## src/shared/xtal_trim_consts.svh

```systemverilog
`ifndef XTAL_TRIM_CONSTS_SVH
`define XTAL_TRIM_CONSTS_SVH

// ----------------------------------------------------------------
// Register byte offsets
// ----------------------------------------------------------------
`define OFS_CAP_TRIM 8'h00
`define OFS_TRIM_CTRL 8'h04
`define OFS_SYS_STATUS 8'h08
`define OFS_REF_SELECT 8'h0C
`define OFS_REF_PERIODS 8'h10
`define OFS_MEASURED 8'h14
`define OFS_FAST_RC_CTRL 8'h18
`define OFS_IRQ_STATUS 8'h1C
`define OFS_IRQ_MASK 8'h20
`define OFS_SLEEP_CTRL 8'h24

// ----------------------------------------------------------------
// Field positions
// ----------------------------------------------------------------
`define TRIM_CTRL_DELAY_LSB 0
`define TRIM_CTRL_SETTLE_LSB 4
`define TRIM_CTRL_XTAL_EN_BIT 8
`define REF_SEL_START_BIT 2
`define SLEEP_CTRL_RCX_BIT 0
`define SLEEP_CTRL_SLOT_LSB 16

// ----------------------------------------------------------------
// Reset values
// ----------------------------------------------------------------
`define CAP_TRIM_RESET 11'h000
`define FAST_RC_TRIM_RESET 4'h0
`define SLOT_LEN_RESET 16'h147B

// ----------------------------------------------------------------
// Timing
// ----------------------------------------------------------------
`define CLOCK_MHZ 40
`define TRIM_TICK_US 250
`define TRIM_TICK_CYCLES (`TRIM_TICK_US * `CLOCK_MHZ)

// ----------------------------------------------------------------
// Bus answers and decoder constants
// ----------------------------------------------------------------
`define RESP_OKAY 2'h0
`define RESP_SLVERR 2'h2
`define COARSE_MIN 7'h01

`endif

```

## src/shared/xtal_trim_pkg.sv

```systemverilog
`default_nettype none
package xtal_trim_pkg;

	// Switch settings of one capacitor bank
	typedef struct packed {
		logic [6:0] coarse; // Thermometer coarse switches
		logic [7:0] fine; // Binary weighted switches
	} cap_switch_type;

	// Oscillator outputs fed to the reference counter
	typedef struct packed {
		logic slow_rc_osc; // Code 0x4
		logic fast_rc_osc; // Code 0x5
		logic slow_crystal; // Code 0x6
		logic enhanced_rc_osc; // Code 0x7
	} osc_ref_type;

	// Automated trim sequence
	typedef enum logic [1:0] {
		SEQ_OFF,
		SEQ_TRIM_WAIT,
		SEQ_SETTLE_WAIT,
		SEQ_DONE
	} trim_seq_type;

endpackage : xtal_trim_pkg
`default_nettype wire

```

## src/core/xtal_trim_and_clock_calibration.sv

```systemverilog
// The implementer's own choices: the placing of the registers and register access over AXI4-Lite.
`timescale 1ns/1ps
`default_nettype none
`include "xtal_trim_consts.svh"

module xtal_trim_and_clock_calibration #(
	parameter int ADDR_W = 8,
	parameter int TICK_CYCLES = `TRIM_TICK_CYCLES
) (
	input wire logic i_clock,
	input wire logic i_nrst,
	input wire logic i_s_axi_awvalid,
	output logic o_s_axi_awready,
	input wire logic [ADDR_W-1:0] i_s_axi_awaddr,
	input wire logic [2:0] i_s_axi_awprot,
	input wire logic i_s_axi_wvalid,
	output logic o_s_axi_wready,
	input wire logic [31:0] i_s_axi_wdata,
	input wire logic [3:0] i_s_axi_wstrb,
	output logic o_s_axi_bvalid,
	input wire logic i_s_axi_bready,
	output logic [1:0] o_s_axi_bresp,
	input wire logic i_s_axi_arvalid,
	output logic o_s_axi_arready,
	input wire logic [ADDR_W-1:0] i_s_axi_araddr,
	input wire logic [2:0] i_s_axi_arprot,
	output logic o_s_axi_rvalid,
	input wire logic i_s_axi_rready,
	output logic [31:0] o_s_axi_rdata,
	output logic [1:0] o_s_axi_rresp,
	input wire xtal_trim_pkg::osc_ref_type i_osc_ref,
	output xtal_trim_pkg::cap_switch_type o_bank_a,
	output xtal_trim_pkg::cap_switch_type o_bank_b,
	output logic o_fast_crystal_enable,
	output logic [3:0] o_fast_rc_trim,
	output logic o_sys_clock_on_fast_rc,
	output logic o_sleep_clock_on_enhanced_rc,
	output logic [15:0] o_sleep_slot_length,
	output logic o_irq
);
	import xtal_trim_pkg::*;

	// ------------------------------------------------------------
	// State
	// ------------------------------------------------------------
	typedef struct packed {
		logic [10:0] trim; // Stored trim word
		logic [10:0] applied; // Word currently at the oscillator
		cap_switch_type bank; // Registered switch drive
		logic xtal_en; // Fast crystal enable
		logic [3:0] trim_time; // Delay in 250 us ticks
		logic [3:0] settle_time; // Settle in 250 us ticks
		trim_seq_type seq; // Trim sequence state
		logic [15:0] tick_cnt; // 250 us divider
		logic [3:0] period_cnt; // Elapsed ticks in phase
		logic ready; // Trim applied flag
		logic settled; // Crystal settled flag
		logic on_rc; // System clock on fast RC, kept as a flop
		logic [1:0] ref_sel; // Reference source
		logic cal_busy; // Calibration running
		logic ref_prev; // Last reference sample
		logic [31:0] ref_n; // Periods to count
		logic [31:0] ref_seen; // Periods counted
		logic [31:0] meas; // Elapsed cycles
		logic [3:0] rc_trim; // Fast RC trim
		logic sleep_rcx; // Sleep on enhanced RC
		logic [15:0] slot_len; // Slot length, 8.8 sleep cycles
		logic [2:0] irq_st; // Sticky events
		logic [2:0] irq_mask; // Event enables
		logic irq; // Interrupt line
		logic aw_rdy;
		logic aw_got;
		logic [ADDR_W-1:0] aw_addr;
		logic w_rdy;
		logic w_got;
		logic [31:0] w_data;
		logic [3:0] w_strb;
		logic bvalid;
		logic [1:0] bresp;
		logic ar_rdy;
		logic rvalid;
		logic [31:0] rdata;
		logic [1:0] rresp;
	} state_type;

	state_type s_q;
	state_type s_d;
	logic [1:0] rst_sync_q; // Reset release synchroniser
	logic rst_n; // Synchronised reset

	// ------------------------------------------------------------
	// Helpers
	// ------------------------------------------------------------

	// Thermometer decode of the three coarse bits
	function automatic logic [6:0] coarse_decode(input logic [2:0] code);
		logic [7:0] ones;
		ones = 8'(8'h01 << code) - 8'h01;
		if (code < 3'h2)
		begin
			coarse_decode = `COARSE_MIN;
		end
		else
		begin
			coarse_decode = ones[6:0];
		end
	endfunction : coarse_decode

	// Byte lane merge for AXI write strobes
	function automatic logic [31:0] merge(input logic [31:0] old, input logic [31:0] wd,
		input logic [3:0] strb);
		merge = old;
		for (int i = 0; i < 4; i++)
		begin
			if (strb[i])
			begin
				merge[i*8 +: 8] = wd[i*8 +: 8];
			end
		end
	endfunction : merge

	// ------------------------------------------------------------
	// Reset release
	// ------------------------------------------------------------

	// Asserts at once, releases two edges later
	always_ff @(posedge i_clock or negedge i_nrst)
	begin
		if (!i_nrst)
		begin
			rst_sync_q <= 2'h0;
		end
		else
		begin
			rst_sync_q <= {rst_sync_q[0], 1'b1};
		end
	end
	assign rst_n = rst_sync_q[1];

	// ------------------------------------------------------------
	// Next state
	// ------------------------------------------------------------
	always_comb
	begin
		logic [31:0] old;
		logic [31:0] wv;
		logic ref_now;
		logic tick;
		logic do_write;
		logic hit;
		logic [2:0] ev;
		logic [2:0] w1c;
		old = 32'h0;
		wv = 32'h0;
		ref_now = 1'b0;
		tick = 1'b0;
		do_write = 1'b0;
		hit = 1'b0;
		ev = 3'h0;
		w1c = 3'h0;
		s_d = s_q;

		// Channel captures, either order
		if (s_q.aw_rdy && i_s_axi_awvalid)
		begin
			s_d.aw_got = 1'b1;
			s_d.aw_addr = i_s_axi_awaddr;
		end
		if (s_q.w_rdy && i_s_axi_wvalid)
		begin
			s_d.w_got = 1'b1;
			s_d.w_data = i_s_axi_wdata;
			s_d.w_strb = i_s_axi_wstrb;
		end
		if (s_q.bvalid && i_s_axi_bready)
		begin
			s_d.bvalid = 1'b0;
		end
		do_write = s_q.aw_got && s_q.w_got && !s_q.bvalid;

		// 250 us divider, held at zero while the crystal is off
		if (s_q.seq == SEQ_TRIM_WAIT || s_q.seq == SEQ_SETTLE_WAIT)
		begin
			tick = (s_q.tick_cnt == 16'(TICK_CYCLES - 1));
			s_d.tick_cnt = tick ? 16'h0 : s_q.tick_cnt + 16'h1;
		end
		else
		begin
			s_d.tick_cnt = 16'h0;
		end

		// Automated trim sequence
		case (s_q.seq)
			SEQ_OFF:
			begin
				if (s_q.xtal_en)
				begin
					s_d.period_cnt = 4'h0;
					if (s_q.trim_time == 4'h0)
					begin
						// No delay: trim goes straight on
						s_d.ready = 1'b1;
						s_d.applied = s_q.trim;
						ev[0] = 1'b1;
						s_d.seq = SEQ_SETTLE_WAIT;
					end
					else
					begin
						s_d.seq = SEQ_TRIM_WAIT;
					end
				end
			end
			SEQ_TRIM_WAIT:
			begin
				if (tick)
				begin
					s_d.period_cnt = s_q.period_cnt + 4'h1;
					if (s_q.period_cnt + 4'h1 == s_q.trim_time)
					begin
						s_d.ready = 1'b1;
						s_d.applied = s_q.trim;
						ev[0] = 1'b1;
						s_d.period_cnt = 4'h0;
						s_d.seq = SEQ_SETTLE_WAIT;
					end
				end
			end
			SEQ_SETTLE_WAIT:
			begin
				// Zero settle count finishes on entry
				if (s_q.settle_time == 4'h0)
				begin
					s_d.settled = 1'b1;
					ev[1] = 1'b1;
					s_d.seq = SEQ_DONE;
				end
				else if (tick)
				begin
					s_d.period_cnt = s_q.period_cnt + 4'h1;
					if (s_q.period_cnt + 4'h1 == s_q.settle_time)
					begin
						s_d.settled = 1'b1;
						ev[1] = 1'b1;
						s_d.seq = SEQ_DONE;
					end
				end
			end
			SEQ_DONE:
			begin
				// Software steps go straight on once settled
				s_d.applied = s_q.trim;
			end
			default:
			begin
				s_d.seq = SEQ_OFF;
			end
		endcase

		// Crystal off drops both flags and the counters
		if (!s_q.xtal_en)
		begin
			s_d.seq = SEQ_OFF;
			s_d.ready = 1'b0;
			s_d.settled = 1'b0;
			s_d.period_cnt = 4'h0;
		end

		// Reference counter, cycles of the fast crystal clock
		case (s_q.ref_sel)
			2'h0: ref_now = i_osc_ref.slow_rc_osc;
			2'h1: ref_now = i_osc_ref.fast_rc_osc;
			2'h2: ref_now = i_osc_ref.slow_crystal;
			default: ref_now = i_osc_ref.enhanced_rc_osc;
		endcase
		s_d.ref_prev = ref_now;
		if (s_q.cal_busy)
		begin
			s_d.meas = s_q.meas + 32'h1;
			if (s_q.ref_n == 32'h0)
			begin
				s_d.cal_busy = 1'b0;
				ev[2] = 1'b1;
			end
			else if (ref_now && !s_q.ref_prev)
			begin
				s_d.ref_seen = s_q.ref_seen + 32'h1;
				if (s_q.ref_seen + 32'h1 == s_q.ref_n)
				begin
					s_d.cal_busy = 1'b0;
					ev[2] = 1'b1;
				end
			end
		end

		// Register write
		if (do_write)
		begin
			s_d.aw_got = 1'b0;
			s_d.w_got = 1'b0;
			s_d.bvalid = 1'b1;
			s_d.bresp = `RESP_OKAY;
			hit = 1'b1;
			case (s_q.aw_addr[7:0])
				`OFS_CAP_TRIM: old = {21'h0, s_q.trim};
				`OFS_TRIM_CTRL: old = {23'h0, s_q.xtal_en, s_q.settle_time, s_q.trim_time};
				`OFS_REF_SELECT: old = {29'h0, s_q.cal_busy, s_q.ref_sel};
				`OFS_REF_PERIODS: old = s_q.ref_n;
				`OFS_FAST_RC_CTRL: old = {28'h0, s_q.rc_trim};
				`OFS_IRQ_MASK: old = {29'h0, s_q.irq_mask};
				`OFS_SLEEP_CTRL: old = {s_q.slot_len, 15'h0, s_q.sleep_rcx};
				`OFS_SYS_STATUS, `OFS_MEASURED, `OFS_IRQ_STATUS: old = 32'h0;
				default: hit = 1'b0;
			endcase
			wv = merge(old, s_q.w_data, s_q.w_strb);
			case (s_q.aw_addr[7:0])
				`OFS_CAP_TRIM: s_d.trim = wv[10:0];
				`OFS_TRIM_CTRL:
				begin
					s_d.trim_time = wv[`TRIM_CTRL_DELAY_LSB +: 4];
					s_d.settle_time = wv[`TRIM_CTRL_SETTLE_LSB +: 4];
					s_d.xtal_en = wv[`TRIM_CTRL_XTAL_EN_BIT];
				end
				`OFS_REF_SELECT:
				begin
					// A code with the start bit restarts any run
					s_d.ref_sel = wv[1:0];
					if (wv[`REF_SEL_START_BIT])
					begin
						s_d.cal_busy = 1'b1;
						s_d.meas = 32'h0;
						s_d.ref_seen = 32'h0;
					end
				end
				`OFS_REF_PERIODS: s_d.ref_n = wv;
				`OFS_FAST_RC_CTRL: s_d.rc_trim = wv[3:0];
				`OFS_IRQ_STATUS: w1c = wv[2:0];
				`OFS_IRQ_MASK: s_d.irq_mask = wv[2:0];
				`OFS_SLEEP_CTRL:
				begin
					s_d.sleep_rcx = wv[`SLEEP_CTRL_RCX_BIT];
					s_d.slot_len = wv[`SLEEP_CTRL_SLOT_LSB +: 16];
				end
				default: s_d.bresp = `RESP_SLVERR;
			endcase
			if (!hit)
			begin
				s_d.bresp = `RESP_SLVERR;
			end
		end

		// Register read, answered one edge after the address
		if (s_q.rvalid && i_s_axi_rready)
		begin
			s_d.rvalid = 1'b0;
		end
		if (s_q.ar_rdy && i_s_axi_arvalid)
		begin
			s_d.rvalid = 1'b1;
			s_d.rresp = `RESP_OKAY;
			case (i_s_axi_araddr[7:0])
				`OFS_CAP_TRIM: s_d.rdata = {21'h0, s_q.trim};
				`OFS_TRIM_CTRL:
					s_d.rdata = {23'h0, s_q.xtal_en, s_q.settle_time, s_q.trim_time};
				`OFS_SYS_STATUS: s_d.rdata = {29'h0, s_q.cal_busy, s_q.settled, s_q.ready};
				`OFS_REF_SELECT: s_d.rdata = {29'h0, s_q.cal_busy, s_q.ref_sel};
				`OFS_REF_PERIODS: s_d.rdata = s_q.ref_n;
				`OFS_MEASURED: s_d.rdata = s_q.meas;
				`OFS_FAST_RC_CTRL: s_d.rdata = {28'h0, s_q.rc_trim};
				`OFS_IRQ_STATUS: s_d.rdata = {29'h0, s_q.irq_st};
				`OFS_IRQ_MASK: s_d.rdata = {29'h0, s_q.irq_mask};
				`OFS_SLEEP_CTRL: s_d.rdata = {s_q.slot_len, 15'h0, s_q.sleep_rcx};
				default:
				begin
					s_d.rdata = 32'h0;
					s_d.rresp = `RESP_SLVERR;
				end
			endcase
		end

		// Sticky events: a new event beats a same-cycle clear
		s_d.irq_st = (s_q.irq_st & ~w1c) | ev;
		s_d.irq = |(s_d.irq_st & s_d.irq_mask);

		// Readies: one item per channel until answered
		s_d.aw_rdy = !s_d.aw_got && !s_d.bvalid;
		s_d.w_rdy = !s_d.w_got && !s_d.bvalid;
		s_d.ar_rdy = !s_d.rvalid;

		// Both banks follow one applied word
		s_d.bank.fine = s_d.applied[7:0];
		s_d.bank.coarse = coarse_decode(s_d.applied[10:8]);

		// Clock select follows the settled flag in the same edge
		s_d.on_rc = !s_d.settled;
	end

	// ------------------------------------------------------------
	// State register
	// ------------------------------------------------------------
	always_ff @(posedge i_clock or negedge rst_n)
	begin
		if (!rst_n)
		begin
			s_q <= '0;
			s_q.trim <= `CAP_TRIM_RESET;
			s_q.applied <= `CAP_TRIM_RESET;
			s_q.bank.coarse <= `COARSE_MIN;
			s_q.seq <= SEQ_OFF;
			s_q.rc_trim <= `FAST_RC_TRIM_RESET;
			s_q.slot_len <= `SLOT_LEN_RESET;
			s_q.on_rc <= 1'b1; // Never settled while in reset
		end
		else
		begin
			s_q <= s_d;
		end
	end

	// ------------------------------------------------------------
	// Outputs, all from flops
	// ------------------------------------------------------------
	assign o_s_axi_awready = s_q.aw_rdy;
	assign o_s_axi_wready = s_q.w_rdy;
	assign o_s_axi_bvalid = s_q.bvalid;
	assign o_s_axi_bresp = s_q.bresp;
	assign o_s_axi_arready = s_q.ar_rdy;
	assign o_s_axi_rvalid = s_q.rvalid;
	assign o_s_axi_rdata = s_q.rdata;
	assign o_s_axi_rresp = s_q.rresp;
	assign o_bank_a = s_q.bank;
	assign o_bank_b = s_q.bank;
	assign o_fast_crystal_enable = s_q.xtal_en;
	assign o_fast_rc_trim = s_q.rc_trim;
	// Fast RC runs the system until the crystal is settled
	assign o_sys_clock_on_fast_rc = s_q.on_rc;
	// Slow crystal by default, no trim path to it
	assign o_sleep_clock_on_enhanced_rc = s_q.sleep_rcx;
	assign o_sleep_slot_length = s_q.slot_len;
	assign o_irq = s_q.irq;

endmodule : xtal_trim_and_clock_calibration

`default_nettype wire

```

## config.mk

```make
export PLATFORM = sky130hd
export DESIGN_NAME = xtal_trim_and_clock_calibration
export DESIGN_NICKNAME = d
export VERILOG_FILES = /design/src/shared/xtal_trim_pkg.sv /design/src/core/xtal_trim_and_clock_calibration.sv
export VERILOG_INCLUDE_DIRS = /design/src /design/src/shared
export SDC_FILE = /design/constraint.sdc
export NUM_CORES = 1
export LEC_CHECK = 0
export ABC_AREA = 1
export BUFFER_PORTS_ARGS = -buffer_cell sky130_fd_sc_hd__buf_2
export CORE_ASPECT_RATIO = 0.75
export CORE_MARGIN = 2
export CORE_UTILIZATION = 54
export DETAILED_ROUTE_END_ITERATION = 16
export GPL_ROUTABILITY_DRIVEN = 0
export PLACE_DENSITY = 0.82
export SYNTH_ARGS = -nofsm -noshare
export SYNTH_HDL_FRONTEND = slang
export SYNTH_SLANG_ARGS = --single-unit
```

## constraint.sdc

```tcl
create_clock -name i_clock -period 8.5 [get_ports i_clock]
set_clock_uncertainty 0.15 [all_clocks]
set_input_delay 0.85 -clock i_clock [delete_from_list [all_inputs] [get_ports i_clock]]
set_output_delay 0.85 -clock i_clock [all_outputs]
set_load 0.005 [all_outputs]
```

==> Word level (Yosys, flattened, before mapping) <==
Index checks and enable logic that the tools add are counted.
Widths: inputs -> output; s select.
{ "word_totals": {"ff_bits": 288, "input_bits": 69, "wordCells": 209} }
{ "op_classes": {"add_sub_neg": 5, "n_lt_le_gt_ge": 1, "eq_ne": 37, "shift": 1, "mux": 82, "n_bitwise": 4, "reduce_logical": 39} }
{ "op_table": {"columns": ["cell", "count"], "rows": [
  ["$pmux 32 s10", 1],
  ["$pmux 32 s7", 1],
  ["$mux 64", 3],
  ["$mux 85", 1],
  ["$add 32x1->32 const B", 2],
  ["$eq 8x5->1 const B", 8],
  ["$mux 32", 2],
  ["$mux 11", 4],
  ["$mux 8", 5],
  ["$mux 37", 1],
  ["$mux 35", 1],
  ["$pmux 11 s3", 1],
  ["$eq 32x32->1", 1],
  ["$eq 8x4->1 const B", 4],
  ["$eq 8x6->1 const B", 4],
  ["$logic_not 32->1", 1],
  ["$mux 16", 2],
  ["$mux 1", 31],
  ["$mux 2", 10],
  ["$reduce_or 10->1", 2],
  ["$mux 17", 1],
  ["$add 16x1->16 const B", 1],
  ["$eq 16x14->1 const B", 1],
  ["$eq 8x3->1 const B", 2],
  ["38 further kinds", 79]
]} }

==> Longest topological paths before layout <==
{ "logic_depth": {"depth_word": 11, "ltp_mapped": 20} }

==> Worst setup path before layout <==
OpenSTA, ideal clock, no wires.
{ "synth_path": {"path_kind": "flip-flop to flip-flop", "start": "register s_q[218] in the netlist's numbering", "end": "register s_q, in the netlist o_bank_a[10]", "setup_ps": 65, "arrival_time_ps": 2468, "setup_slack_ps": 5817, "stages_incl_launch_ff": 17, "synth_period_minus_slack_ps": 2683, "path_cell_list": "dfrtp_1 -> ha_1 -> xnor2_1 -> xor2_1 -> nor3_2 -> nand2_1 -> nand2_1 -> nand2_2 -> nand2_1 -> nand2_2 -> nor2_1 -> nand2_1 -> ha_1 -> o21bai_1 -> nand2_1 -> nand3_1 -> nand2_1"} }
{ "synth_rtl": {"columns": ["element", "line_no", "source"], "rows": [
  ["start, declared", "xtal_trim_and_clock_calibration.sv:86", "state_type s_q;"]
]} }

==> Worst setup path after layout <==
{ "layout_path": {"start": "input port i_s_axi_araddr[7]", "end": "register s_q, in the netlist o_s_axi_rdata[1]"} }
{ "layout_between": {"elab_chain_len": 2, "elab_cells_between_ends": 11} }
{ "layout_lines": {"columns": ["element", "line_no", "source"], "rows": [
  ["start, declared", "xtal_trim_and_clock_calibration.sv:25", "input wire logic [ADDR_W-1:0] i_s_axi_araddr,"],
  ["$eq 8x6->1, or another cell as far along", "xtal_trim_and_clock_calibration.sv:360", "case (i_s_axi_araddr[7:0])"],
  ["$pmux 32 s10 *", "xtal_trim_and_clock_calibration.sv:360", null]
]} }
Every way passes the cells marked *; elsewhere a longest branch is shown, timed or not.
A chain may end at the register's enable or synchronous reset.

==> impl_results.md <==
* Leakage at approximately 8.4 nW
* Largest net degree at the start of global routing at approximately 150
* Input/output buffers at between 150 and 200
* Met2 usage at 0.434
* Fin. max-slew vios at 0
* Fin cells at about 2500
* Ys async rst share at 1.00
* Pwr Density at around 280 nW/um2
* Clk pin slew, worst setup/hold paths at around 60 ps
* Inst Count DP at roughly 2500
* Fmax at approximately 290 MHz
* Sequential element share of the synthesized area at 0.450
* EDFF count, synth at 0
* Yosys cell types at 54
* GR met3 Demand/Resource at 0.0883
* Worst slew pin tran at between 1000 and 1500 ps
* Cell Area, Synth at ~16000 um2
* Max-cap violation count at 0
* Antenna diodes at 0
* Buf+Inv Stages, Crit Path at 5
* GRT overflow at 0
* Final Hold Viols at 0
* Worst slew margin at 0.308
* Setup_tns at 0 ps
* Cell family with most CP delay: simple AND/OR/NAND/NOR gates
* Initial drt markers at approximately 2000
* Largest stage delay on the critical path at a little over 600 ps
* Clock sinks at approximately 280
* H-tree Lvls at 1
* Startpoint Class: primary input
* Postcts setup bufs at 0
* Final period utilization at 0.410
* Most frequent cells in the layout: nand2_1, dfrtp_1, inv_1
* Most Used Layer, Global Route: met1
* WS Path Type: in2reg
* Number of fill cells in the layout at 2439
* VDD IR max at between 0.2 and 0.25 mV
* Row count at 53
* Tot GR Track Use at 0.308
* DR vias at between 10000 and 15000
* Most common cell after layout, fill and taps aside: nand2_1
* RSZ-0062 raised after global routing: no
* Met1 Usage GRT at 0.451
* HP Class: reg2reg
* CTS tree: done
* First-pass GRT wire length at just over 70000 um
* Yosys reg bits at about 280
* Root buffer cell: clkbuf_16
* Chip width at ~200 um
* Post-Route Hold Slack at around 210 ps
* Routed length per instance at roughly 18 um
* Clock Tree Buf Depth at 3
* Core area at roughly 28000 um2
* Io pins at between 150 and 200
* Final worst slack at between 5000 and 6000 ps
* Dpl ws at approximately 4600 ps
* Dpl hpwl at between 30000 and 40000 um
* DRT Pass-1 Iters at 9
* Final setup violation count at 0
* CP endpoint kind: flip-flop
* DIE AREA at approximately 30000 um2
* Area Growth Syn to Fin at 9.41%
* CTS Buf Count at 28
* Critical-path maximum fanout at 20
* Mapped Cells at 2058
* Initial core utilization at 0.551
* Vias/cell at 5.76
* NumNets Final at around 2200
* # resized after CTS at 0
* Hold-fix buffers, CTS at 1
* Vias in the first global route at between 10000 and 15000
* Syn_area_per_cell at 7.53 um2
* Drt drc at 0
* Req. time, crit path at between 8000 and 9000 ps
* Skew-Pair Late Insertion Delay at ~550 ps
* Crit-path slowest cell: nor3_1
* Synth warnings at 0
* DIE HEIGHT at approximately 150 um
* Fin crit period at ~3500 ps
* Ys flop type: dfrtp_1
* Share of cells above drive strength 1 at 0.133
* Arr. time, crit path at between 3000 and 4000 ps
* Final WL at between 40000 and 50000 um
* Status: complete, no violations
* Crit path cell chain: buf_2 > nor2_1 > inv_1 > nor3_1 > inv_1 > nor2_1 > buf_4 > inv_1 > nand4_1 > nor2_1 > a31oi_1 > o41ai_1 > nand2_1
* Antenna viol nets, final at 0
* Initial antenna violation count at 0
-- kinds of logic (layout without fill, tap and decap cells) --
group / after synthesis / count (layout) / share of synthesized area
xor gates and xnor gates: 39 / 39 / 0.0252
AOI/OAI and AO/OA: 302 / 302 / 0.114
muxes: 3 / 3 / 0.00210
adders and majority gates: 10 / 10 / 0.00807
DFF: 278 / 278 / 0.450
and+or+nand+nor: 1038 / 1038 / 0.285
other: 2 / 4 / 0.000484
buffers and inverters: 386 / 467 / 0.116
-- per-stage QoR --
stage	utilization	area [um2]	power (mW)
after floorplan	-	15500	2.97
after global placement	0.570	16000	3.32
after detailed placement	0.570	16000	3.38
after CTS	0.603	17000	4.65
after global routing	0.603	17000	4.94
final	0.603	17000	4.68
-- power breakdown --
group | internal [mW] | leakage [nW] | total (mW) | switching, mW
Sequential | 1.68 | 3.33 | 2.03 | 0.344
Clock | 0.725 | 0.454 | 1.25 | 0.530
Combinational | 0.466 | 4.61 | 1.40 | 0.934
-- routing by layer --
| layer | wire length (um) | vias to the layer above |
|---|---|---|
| met1 | 19100 | 6779 |
| met4 | 1740 | 0 |
| li1 | - | 6680 |
| met5 | 0 | - |
| met3 | 6170 | 148 |
| met2 | 18800 | 938 |
-- flip-flops by register name, indices dropped and copies added (netlist names), named ones only --
signal / cells
o_s_axi_rdata: 32
o_s_axi_wready: 1
o_s_axi_bresp: 1
o_s_axi_awready: 1
o_s_axi_bvalid: 1
o_fast_crystal_enable: 1
o_sleep_slot_length: 16
o_sys_clock_on_fast_rc: 1
o_bank_a: 7
o_fast_rc_trim: 4
o_s_axi_rvalid: 1
s_q: 198
rst_sync_q: 2
o_s_axi_arready: 1
o_sleep_clock_on_enhanced_rc: 1
o_s_axi_rresp: 1
o_irq: 1
-- layout make-up --
cell class	instances	area, um2	share of cell area
tap	385	482	0.0284
multi-input combinational	1396	6760	0.398
clock inverter	7	65.1	0.00384
inverter	246	923	0.0544
timing repair buffer	169	896	0.0528
clock buffer	45	866	0.0510
sequential	278	6970	0.411
-- worst paths after layout --
kind | slack, ps | cells after the start | to | startpoint
worst min-delay path | 210 | 0 | rst_sync_q[1] | rst_sync_q[0]
worst max register to register | 5270 | 16 | o_bank_a[10] | s_q[218]
max in group asynchronous | 6590 | 1 | o_s_axi_rdata[29] | rst_sync_q[1]
worst min register to register | 210 | 0 | rst_sync_q[1] | rst_sync_q[0]
min in group asynchronous | 280 | 0 | s_q[82] | rst_sync_q[1]
worst max-delay path | 5010 | 13 | o_s_axi_rdata[1] | i_s_axi_araddr[7]
-- cell usage after synthesis, drive strengths merged, types with 3 or more instances --
| cell type | instances | area share |
|---|---|---|
| a221oi | 12 | 0.0068 |
| xnor2 | 12 | 0.0073 |
| nor2 | 179 | 0.050 |
| nand4 | 26 | 0.011 |
| xor2 | 24 | 0.014 |
| clkbuf | 39 | 0.0094 |
| inv | 237 | 0.057 |
| o221ai | 11 | 0.0062 |
| dfstp | 10 | 0.017 |
| o21bai | 4 | 0.0022 |
| o21ai | 157 | 0.051 |
| a31oi | 5 | 0.0020 |
| clkinv | 9 | 0.0022 |
| o31ai | 3 | 0.0015 |
| nor4 | 20 | 0.0081 |
| nor3b | 7 | 0.0034 |
| o22ai | 51 | 0.021 |
| a21oi | 42 | 0.014 |
| a32o | 8 | 0.0052 |
| xnor3 | 3 | 0.0044 |
| buf | 101 | 0.047 |
| ha | 10 | 0.0081 |
| nand2 | 670 | 0.16 |
| nor3 | 39 | 0.015 |
| nand3 | 92 | 0.031 |
| dfrtp | 268 | 0.43 |
Note: power is estimated with default switching activity, not from simulation.
